===== src/logic/adapter_address_decode_consts.vh =====
// Constants for the adapter address decode block
`ifndef ADAPTER_ADDRESS_DECODE_CONSTS_VH
`define ADAPTER_ADDRESS_DECODE_CONSTS_VH

// ---------------------------------------------------------------
// Address constants
// ---------------------------------------------------------------
`define ROM_REGION_BASE      32'h000c0000
`define ROM_STEP_SHIFT       13
`define ROM_WINDOW_SIZE      32'h00002000
`define COPRO_OFFSET         32'h00001000
`define COPRO_STEP_SHIFT     7
`define COPRO_BLOCK_SIZE     32'h00000080
`define IO_BLOCK_BASE        16'h2100
`define IO_BLOCK_MASK        16'hfff0
`define IO_INST_SHIFT        4
`define IO_BLOCK_SIZE        16'h0010
`define VMEM_REGION_SHIFT    25
`define VMEM_INST_SHIFT      22
`define VMEM_SLICE_SIZE      32'h00400000
`define AP1M_STEP_SHIFT      20
`define AP1M_SIZE            32'h00100000

// ---------------------------------------------------------------
// Setup port
// ---------------------------------------------------------------
`define SETUP_PORT           16'h0094
`define SETUP_ENTER_VAL      8'hdf
`define SETUP_LEAVE_VAL      8'hff

// ---------------------------------------------------------------
// Indexed and mode registers
// ---------------------------------------------------------------
`define MONITOR_INDEX        8'h52
`define OPMODE_OFFSET        4'h0
`define INDEX_OFFSET         4'ha
`define DATA_OFFSET          4'hb
`define OPMODE_LEGACY_BIT    0
`define OPMODE_TEXT132_BIT   2
`define IDENT_LO_PORT        16'h0100
`define IDENT_HI_PORT        16'h0101
// Arbitrary value, not a real assigned code
`define IDENT_CODE_DEFAULT   16'h5a30

`endif


===== src/logic/window_match.v =====
// Base-and-size window comparator
`timescale 1ns/10ps
`default_nettype none

module window_match (
    input  wire [31:0] addr,
    input  wire [31:0] base,
    input  wire [31:0] size,
    input  wire        enable,
    output wire        hit
);
    wire [32:0] top = {1'b0, base} + {1'b0, size};

    // Full 32-bit compare, end exclusive
    assign hit = enable && (addr >= base) && ({1'b0, addr} < top);
endmodule // window_match

`default_nettype wire


===== src/logic/adapter_address_decode.v =====
// Configuration-driven address decode of a graphics adapter
`timescale 1ns/10ps
`default_nettype none
`include "adapter_address_decode_consts.vh"

// Overview of operation
// - ROM base = field times 2000h plus C0000h
// - Instance number from config 2 bits 1-3
// - Coprocessor block at ROM+1000h+128*instance
// - I/O block decoded at 21x0h
// - Base field picks 32MB, instance 4MB
// - 4MB aperture answers only when enabled
// - Bitmap inside video range is local
// - Bitmap outside video range uses mastership
// - Video base compared at full 32 bits
// - 1MB aperture base = field times 100000h
// - Zero 1MB field disables that aperture
// - Port 94h DF enters, FF leaves setup
// - Identification code readable in setup mode
// - Monitor type read at index 52h
// - Mode bits 0 and 2 show state
// - Mode register at I/O block offset 0

module adapter_address_decode (
    input  wire        core_clk,
    input  wire        reset,
    input  wire [7:0]  cfg_reg2,
    input  wire [7:0]  cfg_reg4,
    input  wire [7:0]  cfg_reg5,
    input  wire [15:0] io_addr,
    input  wire [7:0]  io_wdata,
    input  wire        io_wr,
    input  wire        io_rd,
    input  wire [31:0] mem_addr,
    input  wire        mem_req,
    input  wire [31:0] bitmap_addr,
    input  wire        bitmap_req,
    input  wire [7:0]  reg_index,
    input  wire [3:0]  monitor_type_code,
    input  wire        legacy_mode_en,
    input  wire        text132_mode_en,
    output reg         setup_mode_q,
    output reg  [7:0]  io_rdata_q,
    output reg         io_hit_q,
    output reg         rom_hit_q,
    output reg         copro_hit_q,
    output reg         ap4m_hit_q,
    output reg         ap1m_hit_q,
    output reg         bitmap_local_q,
    output reg         bitmap_master_q,
    output reg  [31:0] rom_base_q,
    output reg  [31:0] vmem_base_q
);
    parameter [15:0] ADAPTER_IDENT_CODE = `IDENT_CODE_DEFAULT; // Arbitrary

    // -----------------------------------------------------------
    // Helpers
    // -----------------------------------------------------------
    // Zero-extends a field and moves it up to bit position pos
    function [31:0] place_field;
        input [6:0]   field;
        input integer pos;
        begin
            place_field = {25'h0000000, field} << pos;
        end
    endfunction

    // True when an I/O address lands on one register of a block
    function io_reg_at;
        input [15:0] addr;
        input [15:0] base;
        input [3:0]  offset;
        begin
            io_reg_at = ((addr & `IO_BLOCK_MASK) == base) &&
                (addr[3:0] == offset);
        end
    endfunction

    // -----------------------------------------------------------
    // Configuration fields
    // -----------------------------------------------------------
    // Reserved configuration bits are never looked at
    wire [3:0] rom_field  = cfg_reg2[7:4];
    wire [2:0] inst_num   = cfg_reg2[3:1];
    wire [6:0] vmem_field = cfg_reg4[7:1];
    wire       ap4m_en    = cfg_reg4[0];
    wire [3:0] ap1m_field = cfg_reg5[3:0];

    // -----------------------------------------------------------
    // Decoded bases, purely combinational so writes apply at once
    // -----------------------------------------------------------
    wire [31:0] rom_base = `ROM_REGION_BASE +
        place_field({3'h0, rom_field}, `ROM_STEP_SHIFT);
    wire [31:0] copro_base = rom_base + `COPRO_OFFSET +
        place_field({4'h0, inst_num}, `COPRO_STEP_SHIFT);
    wire [15:0] io_base = `IO_BLOCK_BASE |
        ({13'h0000, inst_num} << `IO_INST_SHIFT);
    wire [31:0] vmem_base =
        place_field(vmem_field, `VMEM_REGION_SHIFT) |
        place_field({4'h0, inst_num}, `VMEM_INST_SHIFT);
    wire [31:0] ap1m_base =
        place_field({3'h0, ap1m_field}, `AP1M_STEP_SHIFT);

    // -----------------------------------------------------------
    // Window compares
    // -----------------------------------------------------------
    wire rom_hit;
    wire copro_hit;
    wire ap4m_hit;
    wire ap1m_hit;
    wire vmem_in;

    window_match u_rom (
        .addr   (mem_addr),
        .base   (rom_base),
        .size   (`ROM_WINDOW_SIZE),
        .enable (mem_req),
        .hit    (rom_hit)
    );
    window_match u_copro (
        .addr   (mem_addr),
        .base   (copro_base),
        .size   (`COPRO_BLOCK_SIZE),
        .enable (mem_req),
        .hit    (copro_hit)
    );
    window_match u_ap4m (
        .addr   (mem_addr),
        .base   (vmem_base),
        .size   (`VMEM_SLICE_SIZE),
        .enable (mem_req && ap4m_en),
        .hit    (ap4m_hit)
    );
    window_match u_ap1m (
        .addr   (mem_addr),
        .base   (ap1m_base),
        .size   (`AP1M_SIZE),
        .enable (mem_req && (ap1m_field != 4'h0)),
        .hit    (ap1m_hit)
    );
    // Coprocessor view ignores the aperture enable
    window_match u_vmem (
        .addr   (bitmap_addr),
        .base   (vmem_base),
        .size   (`VMEM_SLICE_SIZE),
        .enable (1'b1),
        .hit    (vmem_in)
    );

    // -----------------------------------------------------------
    // I/O decode
    // -----------------------------------------------------------
    wire io_block   = (io_addr & `IO_BLOCK_MASK) == io_base;
    wire setup_port = io_addr == `SETUP_PORT;

    // Index register picks what the data port returns
    reg [7:0] index_q;
    reg [7:0] rdata_d;

    always @* begin
        rdata_d = 8'h00;
        if (io_reg_at(io_addr, io_base, `OPMODE_OFFSET)) begin
            rdata_d[`OPMODE_LEGACY_BIT]  = legacy_mode_en;
            rdata_d[`OPMODE_TEXT132_BIT] = text132_mode_en;
        end else if (io_reg_at(io_addr, io_base, `INDEX_OFFSET)) begin
            rdata_d = index_q;
        end else if (io_reg_at(io_addr, io_base, `DATA_OFFSET)) begin
            if (index_q == `MONITOR_INDEX)
                rdata_d = {4'h0, monitor_type_code};
        end else if (setup_mode_q && io_addr == `IDENT_LO_PORT) begin
            // Identification answers only while in setup mode
            rdata_d = ADAPTER_IDENT_CODE[7:0];
        end else if (setup_mode_q && io_addr == `IDENT_HI_PORT) begin
            rdata_d = ADAPTER_IDENT_CODE[15:8];
        end
    end

    // -----------------------------------------------------------
    // Setup mode and index state
    // -----------------------------------------------------------
    always @(posedge core_clk or posedge reset) begin
        if (reset) begin
            setup_mode_q <= 1'b0;
            index_q      <= 8'h00;
        end else begin
            // Any other value on the setup port is ignored
            if (io_wr && setup_port) begin
                if (io_wdata == `SETUP_ENTER_VAL)
                    setup_mode_q <= 1'b1;
                else if (io_wdata == `SETUP_LEAVE_VAL)
                    setup_mode_q <= 1'b0;
            end
            if (io_wr && io_reg_at(io_addr, io_base, `INDEX_OFFSET))
                index_q <= io_wdata;
        end
    end

    // -----------------------------------------------------------
    // Registered outputs
    // -----------------------------------------------------------
    always @(posedge core_clk or posedge reset) begin
        if (reset) begin
            io_rdata_q      <= 8'h00;
            io_hit_q        <= 1'b0;
            rom_hit_q       <= 1'b0;
            copro_hit_q     <= 1'b0;
            ap4m_hit_q      <= 1'b0;
            ap1m_hit_q      <= 1'b0;
            bitmap_local_q  <= 1'b0;
            bitmap_master_q <= 1'b0;
            rom_base_q      <= 32'h00000000;
            vmem_base_q     <= 32'h00000000;
        end else begin
            // Zero outside a read keeps the returned byte clean
            io_rdata_q      <= io_rd ? rdata_d : 8'h00;
            io_hit_q        <= (io_rd || io_wr) && io_block;
            rom_hit_q       <= rom_hit;
            copro_hit_q     <= copro_hit;
            ap4m_hit_q      <= ap4m_hit;
            ap1m_hit_q      <= ap1m_hit;
            bitmap_local_q  <= bitmap_req && vmem_in;
            bitmap_master_q <= bitmap_req && !vmem_in;
            // Bases are copied out; the decode itself stays combinational
            rom_base_q      <= rom_base;
            vmem_base_q     <= vmem_base;
        end
    end
endmodule // adapter_address_decode

`default_nettype wire


===== config.mk =====
export PLATFORM = sky130hd
export DESIGN_NAME = adapter_address_decode
export DESIGN_NICKNAME = d
export VERILOG_FILES = /design/src/logic/window_match.v /design/src/logic/adapter_address_decode.v
export VERILOG_INCLUDE_DIRS = /design/src /design/src/logic
export SDC_FILE = /design/constraint.sdc
export NUM_CORES = 1
export LEC_CHECK = 0
export BUFFER_PORTS_ARGS = -buffer_cell sky130_fd_sc_hd__buf_4
export CORE_ASPECT_RATIO = 1.1
export CORE_UTILIZATION = 30
export CTS_CLUSTER_SIZE = 25
export DETAILED_ROUTE_END_ITERATION = 10
export HOLD_SLACK_MARGIN = 0.12
export PLACE_DENSITY = 0.56
export SYNTH_ARGS = -nofsm -noshare
export SYNTH_HDL_FRONTEND = slang
export SYNTH_SLANG_ARGS = --single-unit

===== constraint.sdc =====
create_clock -name core_clk -period 1.7 [get_ports core_clk]
set_input_delay 0.17 -clock core_clk [delete_from_list [all_inputs] [get_ports core_clk]]
set_output_delay 0.17 -clock core_clk [all_outputs]
set_load 0.05 [all_outputs]

### Word-level counts from Yosys, hierarchy flattened

Index checks and enable logic that the tools add are counted.

* register bits: 77
* input port bits: 132
* output and inout bits: 80
* word-level logic and storage cells: 78

* add/subtract/negate cells: 7
* $lt $le $gt $ge: 10
* equality and inequality tests: 9
* muxes and demuxes: 12
* bitwise gates (word level): 1
* reductions and logical operators: 27

Operator list (count)
* $lt A32 B33 Y1: 5
* $ge A32 B32 Y1: 2
* $add A32 B23 Y33 const B: 1
* $eq A16 B9 Y1 const B: 2
* $ge A32 B21 Y1: 1
* $ge A32 B23 Y1: 1
* $ge A32 B24 Y1: 1
* $mux W8: 4
* $or A32 B25 Y32: 1
* $add A24 B21 Y25 const B: 1
* $add A23 B8 Y24 const B: 1
* $add A22 B10 Y23: 1
* $add A21 B13 Y22 const B: 1
* $add A21 B14 Y22 const B: 1
* $add A20 B17 Y21 const A: 1
* $logic_and A1 B1 Y1: 21
* $eq A16 B8 Y1 const B: 1
* $eq A8 B8 Y1 const B: 2
* $eq A12 B10 Y1: 1
* $eq A4 B4 Y1 const B: 2
* $eq A8 B7 Y1 const B: 1
* $mux W7: 1
* $mux W1: 5
* $mux W5: 1
* 7 further kinds: 7

### Longest topological paths before layout

Gate-level depths: netlist of the first run.

* word-level depth: 8
* depth in mapped cells: 11

### Cells and area by module

A second synthesis of the first run with hierarchy kept.

* cell total of the unflattened synthesis: 2243
* area, all modules: 17559.3 sq um

By module, submodules not included
* window_match (u_ap1m ...): times used 4, cells an instance 420, area an instance 3164.3 sq um, sequential area each 0.0 sq um
* window_match (u_ap4m): times used 1, cells an instance 393, area an instance 2996.6 sq um, sequential area each 0.0 sq um
* adapter_address_decode: times used 1, cells an instance 170, area an instance 1905.6 sq um, sequential area each 975.9 sq um

### Worst setup path after synthesis of the first run

OpenSTA, ideal clock, no wires.

* path kind: input port to flip-flop
* start point: input cfg_reg4[1]
* end point: register bitmap_local_q
* setup time: 66 ps
* data arrival time: 1801 ps
* required time: 1634 ps
* path slack: -167 ps
* cell stages on the path: 9
* cells stage by stage: and3_2 and4_1 nand4_1 xnor2_1 ha_1 and4_1 o221a_2 a221oi_2 and2_1

* cells in the longest elaborated chain, start to end: 5

Ends and longest elaborated chain
* from (decl): line adapter_address_decode.v:28 `input wire [7:0] cfg_reg4,`
* $or A32 B25 Y32 (*): line adapter_address_decode.v:99 `` place_field(vmem_field, `VMEM_REGION_SHIFT) | ``
* $add A32 B23 Y33: line window_match.v:12 `wire [32:0] top = {1'b0, base} + {1'b0, size};`
* $lt A32 B33 Y1: line window_match.v:15 `assign hit = enable && (addr >= base) && ({1'b0, addr} < top);`
* $logic_and A1 B1 Y1 (*): line window_match.v:15
* $logic_and A1 B1 Y1 (*): line adapter_address_decode.v:221 `bitmap_local_q <= bitmap_req && vmem_in;`
* to (signal assigned): line adapter_address_decode.v:221
* to (decl): line adapter_address_decode.v:49 `output reg bitmap_local_q,`

Every way passes the cells marked *; elsewhere a longest branch is shown, timed or not.
A chain may end at the register's enable or synchronous reset.

### Final worst setup path of the first run

* start point: input cfg_reg2[3]
* end point: register bitmap_local_q

* cells in the longest elaborated chain, start to end: 5

Ends and longest elaborated chain
* from (decl): line adapter_address_decode.v:27 `input wire [7:0] cfg_reg2,`
* $or A32 B25 Y32 (*): line adapter_address_decode.v:99
* $add A32 B23 Y33: line window_match.v:12
* $lt A32 B33 Y1: line window_match.v:15
* $logic_and A1 B1 Y1 (*): line window_match.v:15
* $logic_and A1 B1 Y1 (*): line adapter_address_decode.v:221

Marks and branches as above.

==> flow_summary.toml, run 1 <==
[worst_setup_path]
ff2ff_setup_slack_ps = 180
path_cells = "buf_8 > and3_4 > nand3_4 > nor3_4 > xnor2_2 > ha_1 > a21oi_1 > nand2_1 > a21oi_2 > nor2_2 > a221oi_4 > and2_1"
path_max_fanout = 3
r2r_end = "io_rdata_q[1]"
r2r-start = "index_q[5]"
cp_slowest_cell = "ha_1"
critical_path_buf_inv_count = 1
crit_family = "simple AND/OR/NAND/NOR gates"
crit_type = "input port to flip-flop"
rr_worst_depth = 5
cpPeakStageDelay_ps = 300
cp-start-kind = "input port"
crit_arrival_ps = 2050
cp-end-kind = "flip-flop"
critPathRequiredTime_ps = 1920

[global_route]
track_usage_pct = 17.4
grt-ovfl-total = 0
grt_start_max_net_pins = 40
grt_pass1_vias = 3632
antenna_found_initial = 0
grt_pass1_wl_mm = 17.3

[synth]
ys_seq_area_share_pct = 26.3
synth_top_family_by_area = "adder cells"
synth_edf_count = 0
ys_warn_count = 0
netlist_area_um2 = 3710
synth_compound_area_share_pct = 12.6
synth_seq_cells = 39
synthSimpleGateAreaFrac_pct = 18.9
postSynth.asyncResetShare_pct = 100
synth.mux.area_fraction_pct = 2.43
synthFlopType = "dfrtp_1"
synth_fa_ha_area_share_pct = 22.9
synth_xor_area_share_pct = 3.54
syn_inst = 393
syn_area_per_cell_um2 = 9.44
synth.distinct_cells = 55

[min_path]
holdCritPathClass = "input port to flip-flop"
hold_end = "index_q[7]"
whs_path_depth = 2
hold_path.startpoint = "io_wdata[7]"

[cells_and_area]
antenna_cells = 0
final_layout_size_suffix_gt1_share_pct = 41.6
num-nets-final = 815
layout.cells.non_filler = 770
area_growth_pct = 56.8
post-route-util_pct = 48.3
fillers = 1155
final_common_cell = "buf_4"
most-common-layout-cells = "buf_4, ha_1, conb_1"

[clocking]
ctsRootBufferMaster = "clkbuf_16"
cts_tree = "done"
cts.reportedPaths.clkPinSlew_ps = 60
numCtsBuffers = 5
clock-sinks = 39
clockBufferDepth = 2
h-tree-depth = 2
worstSkewPairLatency_ps = 280

[drt]
firstDrtPassIters = 5
drt-initial-drc-count = 118
ant_nets = 0
routedWlPerCell_um = 14.3
finalWirelength_mm = 11.0
drc = 0
route.vias.total = 3684
vias_per_cell = 4.78

[timing]
min_period_ps = 1830
skew_ps = 3.82
tns_ps = -284
hold_slack_ps = 131
slew_headroom_pct = 65.8
fin_crit_sh_pct = 107
setup_ws_ps = -126
setup_viol = 4
fmax_mhz = 548
drv_slew = 0
worstMarginPinSlew_ps = 509
hold_viol = 0
rsz0062_at_grt = "true"

[outcome]
status = "finished, violations left"
violations = "negative setup slack"

[placed_design]
portBuffers = 150
place.gp.congestion = 0.920
place_inst = 742
place_ws_ps = -392
dpl.hpwl_mm = 9.40

[floorplanning]
start_util_pct = 30.8
die_area_um2 = 12800
die_w_um = 108
num_rows = 42
io_pins = 212
die_height_um = 119
design.core.area_um2 = 12000

[flow_run]
max-cap-violations = 0

[pwr]
ir_worst_vdd_mv = 0.519
powerDensity_nw_per_um2 = 568
leakage_nw = 2.99
==> worst max-delay path by stage <==
stage / startpoint / endpoint / cells after the start
CTS: cfg_reg2[3] / bitmap_local_q / 10
global route: cfg_reg2[3] / bitmap_local_q / 12
floorplan: cfg_reg4[1] / bitmap_local_q / 9
global placement: cfg_reg2[3] / bitmap_local_q / 12
finish: cfg_reg2[3] / bitmap_local_q / 12
detailed placement: cfg_reg2[3] / bitmap_local_q / 10
==> per-layer routing <==
layer | track usage [%] | vias up | share of wire, %
met5 | 0 | - | 0
met3 | 2.48 | 18 | 6.7
met2 | 31.8 | 174 | 50
li1 | - | 1790 | -
met4 | 5.22 | 0 | 2.0
met1 | 20.5 | 1702 | 41
==> area by class of cell <==
type | instances | area, µm² | area share (%)
Sequential cell | 39 | 976 | 16.8
Clock inverter | 3 | 43.8 | 0.753
Tap cell | 154 | 193 | 3.31
Timing Repair Buffer | 217 | 1710 | 29.3
Multi-Input combinational cell | 320 | 2650 | 45.6
Inverter | 32 | 120 | 2.06
Clock buffer | 5 | 125 | 2.15
==> cell families after synthesis <==
family / count (synthesis)
compound gates: 66
other cells: 2
xor+xnor: 15
fa+ha+maj: 68
flops: 39
mux: 8
buf+inv: 81
simple gates: 114
==> sequential cells by signal, indices dropped and copies added (netlist names) <==
signal,count
bitmap_master_q,1
vmem_base_q,10
setup_mode_q,1
rom_base_q,5
ap4m_hit_q,1
io_rdata_q,8
rom_hit_q,1
bitmap_local_q,1
io_hit_q,1
ap1m_hit_q,1
index_q,8
copro_hit_q,1
==> metrics by stage <==
stage | total power [mW] | area (µm²)
after floorplan | 1.73 | 3930
after global placement | 2.14 | 5240
after detailed placement | 2.16 | 5240
after CTS | 3.29 | 5630
after global routing | 3.49 | 5820
final | 3.30 | 5820
==> cells in the mapped netlist, drive strengths merged (11+ instances only) <==
| master | instances | area share, % |
|---|---|---|
| nand4 | 14 | 2.7 |
| nor3 | 11 | 1.6 |
| dfrtp | 39 | 26 |
| a21oi | 18 | 2.4 |
| inv | 32 | 3.2 |
| nor4 | 17 | 3.5 |
| xnor2 | 12 | 2.8 |
| nand2 | 13 | 1.3 |
| buf | 49 | 9.9 |
| nor2 | 14 | 1.4 |
| ha | 68 | 23 |
| nand3 | 12 | 1.6 |
==> report_power, final <==
group	leakage (nW)	switching [mW]	internal, mW
registers	0.508	0.00812	0.952
clock network	0.0838	0.372	0.691
logic	2.40	0.747	0.533
==> timing repair <==
| item | CTS | global route |
|---|---|---|
| pin swaps | 7 | 15 |
| endpoints found under the setup margin | 3 | 12 |
| hold buffers | 17 | 0 |
| setup buffers | 1 | 2 |
| endpoints found under the hold margin | 56 | 0 |
| resized for setup | 8 | 26 |
Power figures use the tool's default switching activity.
==> run 2, diff against run 1 <==
--- a/config.mk
+++ b/config.mk
@@ -12,7 +12,8 @@
 export CTS_CLUSTER_SIZE = 25
 export DETAILED_ROUTE_END_ITERATION = 10
 export HOLD_SLACK_MARGIN = 0.12
-export PLACE_DENSITY = 0.56
+export PLACE_DENSITY = 0.58
+export SETUP_SLACK_MARGIN = 0.3
 export SYNTH_ARGS = -nofsm -noshare
 export SYNTH_HDL_FRONTEND = slang
 export SYNTH_SLANG_ARGS = --single-unit
==> constraint.sdc (replaced) <==
create_clock -name core_clk -period 1.58 [get_ports core_clk]
set_input_delay 0.158 -clock core_clk [delete_from_list [all_inputs] [get_ports core_clk]]
set_output_delay 0.158 -clock core_clk [all_outputs]
set_load 0.05 [all_outputs]
==> run 2 against run 1 <==
Flip-flop and latch count unchanged. Via count up 2.4%. Sequential share of layout area down 1.7 points. Critical path depth down 3. Largest power group unchanged. Clock skew up 1.7 ps. Cell area up 11%. Sequential power up 7%. The run still ends with negative setup slack left. Power up 13%. Utilization up 5.4 points. Cell count up 4.5%.
==> flow_summary.toml, run 2 (synthesis gave the netlist of run 1 again) <==
[timing]
setup_viol = 4
hold_slack_ps = 132
skew_ps = 5.54
setup_ws_ps = -196
hold_viol = 0
rsz0062_at_grt = "true"
worstMarginPinSlew_ps = 518
slew_headroom_pct = 65.2
fmax_mhz = 563
fin_crit_sh_pct = 112
drv_slew = 0
min_period_ps = 1780

[cells_and_area]
fillers = 1046
layout.cells.non_filler = 805
register_area_um2 = 976
antenna_cells = 0
area_growth_pct = 74.3
final_area_um2 = 6470
largest_reg_flops = 10
final_common_cell = "buf_4"
num-nets-final = 850
top_regs = "vmem_base_q x10, index_q x8, io_rdata_q x8"
top_register = "vmem_base_q"
multi_input_area_um2 = 2950
most-common-layout-cells = "buf_4, ha_1, conb_1"
final_layout_size_suffix_gt1_share_pct = 48.2

[pwr]
power_frac_comb_pct = 41.1
ir_worst_vdd_mv = 0.612
p_sw_mw = 1.30
seqPwrFrac_pct = 27.6
p_clk_share_pct = 31.3
powerDensity_nw_per_um2 = 579
p_int_mw = 2.44
power.total_mw = 3.74
switching_share_pct = 34.8
leakage_nw = 3.23

[drt]
firstDrtPassIters = 4
finalWirelength_mm = 11.8
drt-initial-drc-count = 94
vias_per_cell = 4.69
routedWlPerCell_um = 14.6
route.vias.total = 3773
drc = 0
ant_nets = 0

[global_route]
antenna_found_initial = 0
grt_pass1_vias = 3799
track_usage_pct = 18.0
grt_pass1_wl_mm = 18.1
grt-ovfl-total = 0
grt_start_max_net_pins = 40

[clocking]
cts.reportedPaths.clkPinSlew_ps = 60
h-tree-depth = 2
clockBufferDepth = 2
worstSkewPairLatency_ps = 280
numCtsBuffers = 5
clock-sinks = 39
cts_tree = "done"
ctsRootBufferMaster = "clkbuf_16"

[floorplanning]
design.core.area_um2 = 12000
num_rows = 42
io_pins = 212
start_util_pct = 30.8
die_area_um2 = 12800
die_w_um = 108
die_height_um = 119

[placed_design]
portBuffers = 150
dpl.hpwl_mm = 9.60
placed_cell_area_um2 = 5460
place_ws_ps = -549
place_inst = 761
place.gp.congestion = 0.877

[worst_setup_path]
critPathRequiredTime_ps = 1800
path_max_fanout = 3
crit_arrival_ps = 2000
cp-start-kind = "input port"
crit_type = "input port to flip-flop"
cp-end-kind = "flip-flop"

[min_path]
holdCritPathClass = "input port to flip-flop"

[outcome]
status = "finished, violations left"
violations = "negative setup slack"

[flow_run]
max-cap-violations = 0
[run 2: worst paths after layout]
check	startpoint	endpoint	slack, ps	cells after the start
setup / recovery	cfg_reg2[2]	bitmap_local_q	-200	9
hold / removal	io_wdata[6]	index_q[6]	130	2
setup reg to reg	index_q[0]	io_rdata_q[1]	50	5
hold reg to reg	index_q[2]	index_q[2]	540	1
max in group asynchronous	reset	vmem_base_q[28]	660	4
min in group asynchronous	reset	rom_base_q[18]	550	4
[run 2: metrics by stage]
stage	util [%]	setup TNS, ps
floorplan	-	-511
global placement	45.4	-5820
detailed placement	45.4	-6650
CTS	51.4	-863
global route	53.7	-1440
finish	53.7	-449
[run 2: area by class of cell]
class                      instances  area share (%)
clock buffer                       5            1.93
clock inverter                     3           0.677
inverter                          32            1.97
multi-input combinational        320            45.7
sequential                        39            15.1
tap                              154            2.98
timing repair buffer             252            31.7
[run 2: power groups by stage]
stage	logic, mW	clock network, mW	registers (mW)
floorplan	0.739	0	1.14
global placement	1.30	0	1.05
detailed placement	1.33	0	1.05
CTS	1.45	1.21	1.03
global route	1.66	1.23	1.03
finish	1.54	1.17	1.03
[run 2: worst max-delay path: stages]
cell	delay (ps)
buf_6	100
nand3_1	150
xnor2_2	220
ha_1	280
a21oi_1	140
o21ai_0	100
a221o_1	360
a221oi_4	320
and2_1	160
[run 2: routing by layer]
metal  track usage, %  vias to the layer above  share of wire [%]
met2             32.7                      135                 51
met4             4.97                        0                1.5
li1                 -                     1860                  -
met5                0                        -                  0
met1             21.7                     1767                 42
met3             2.37                       11                5.4
[run 2: timing repair]
| action | 4_1_cts | 5_1_grt |
|---|---|---|
| hold buffers | 21 | 1 |
| hold endpoints to repair | 60 | 1 |
| pin swaps | 32 | 36 |
| gates resized for setup | 58 | 36 |
| buffers inserted | 7 | 7 |
| setup endpoints to repair | 23 | 23 |
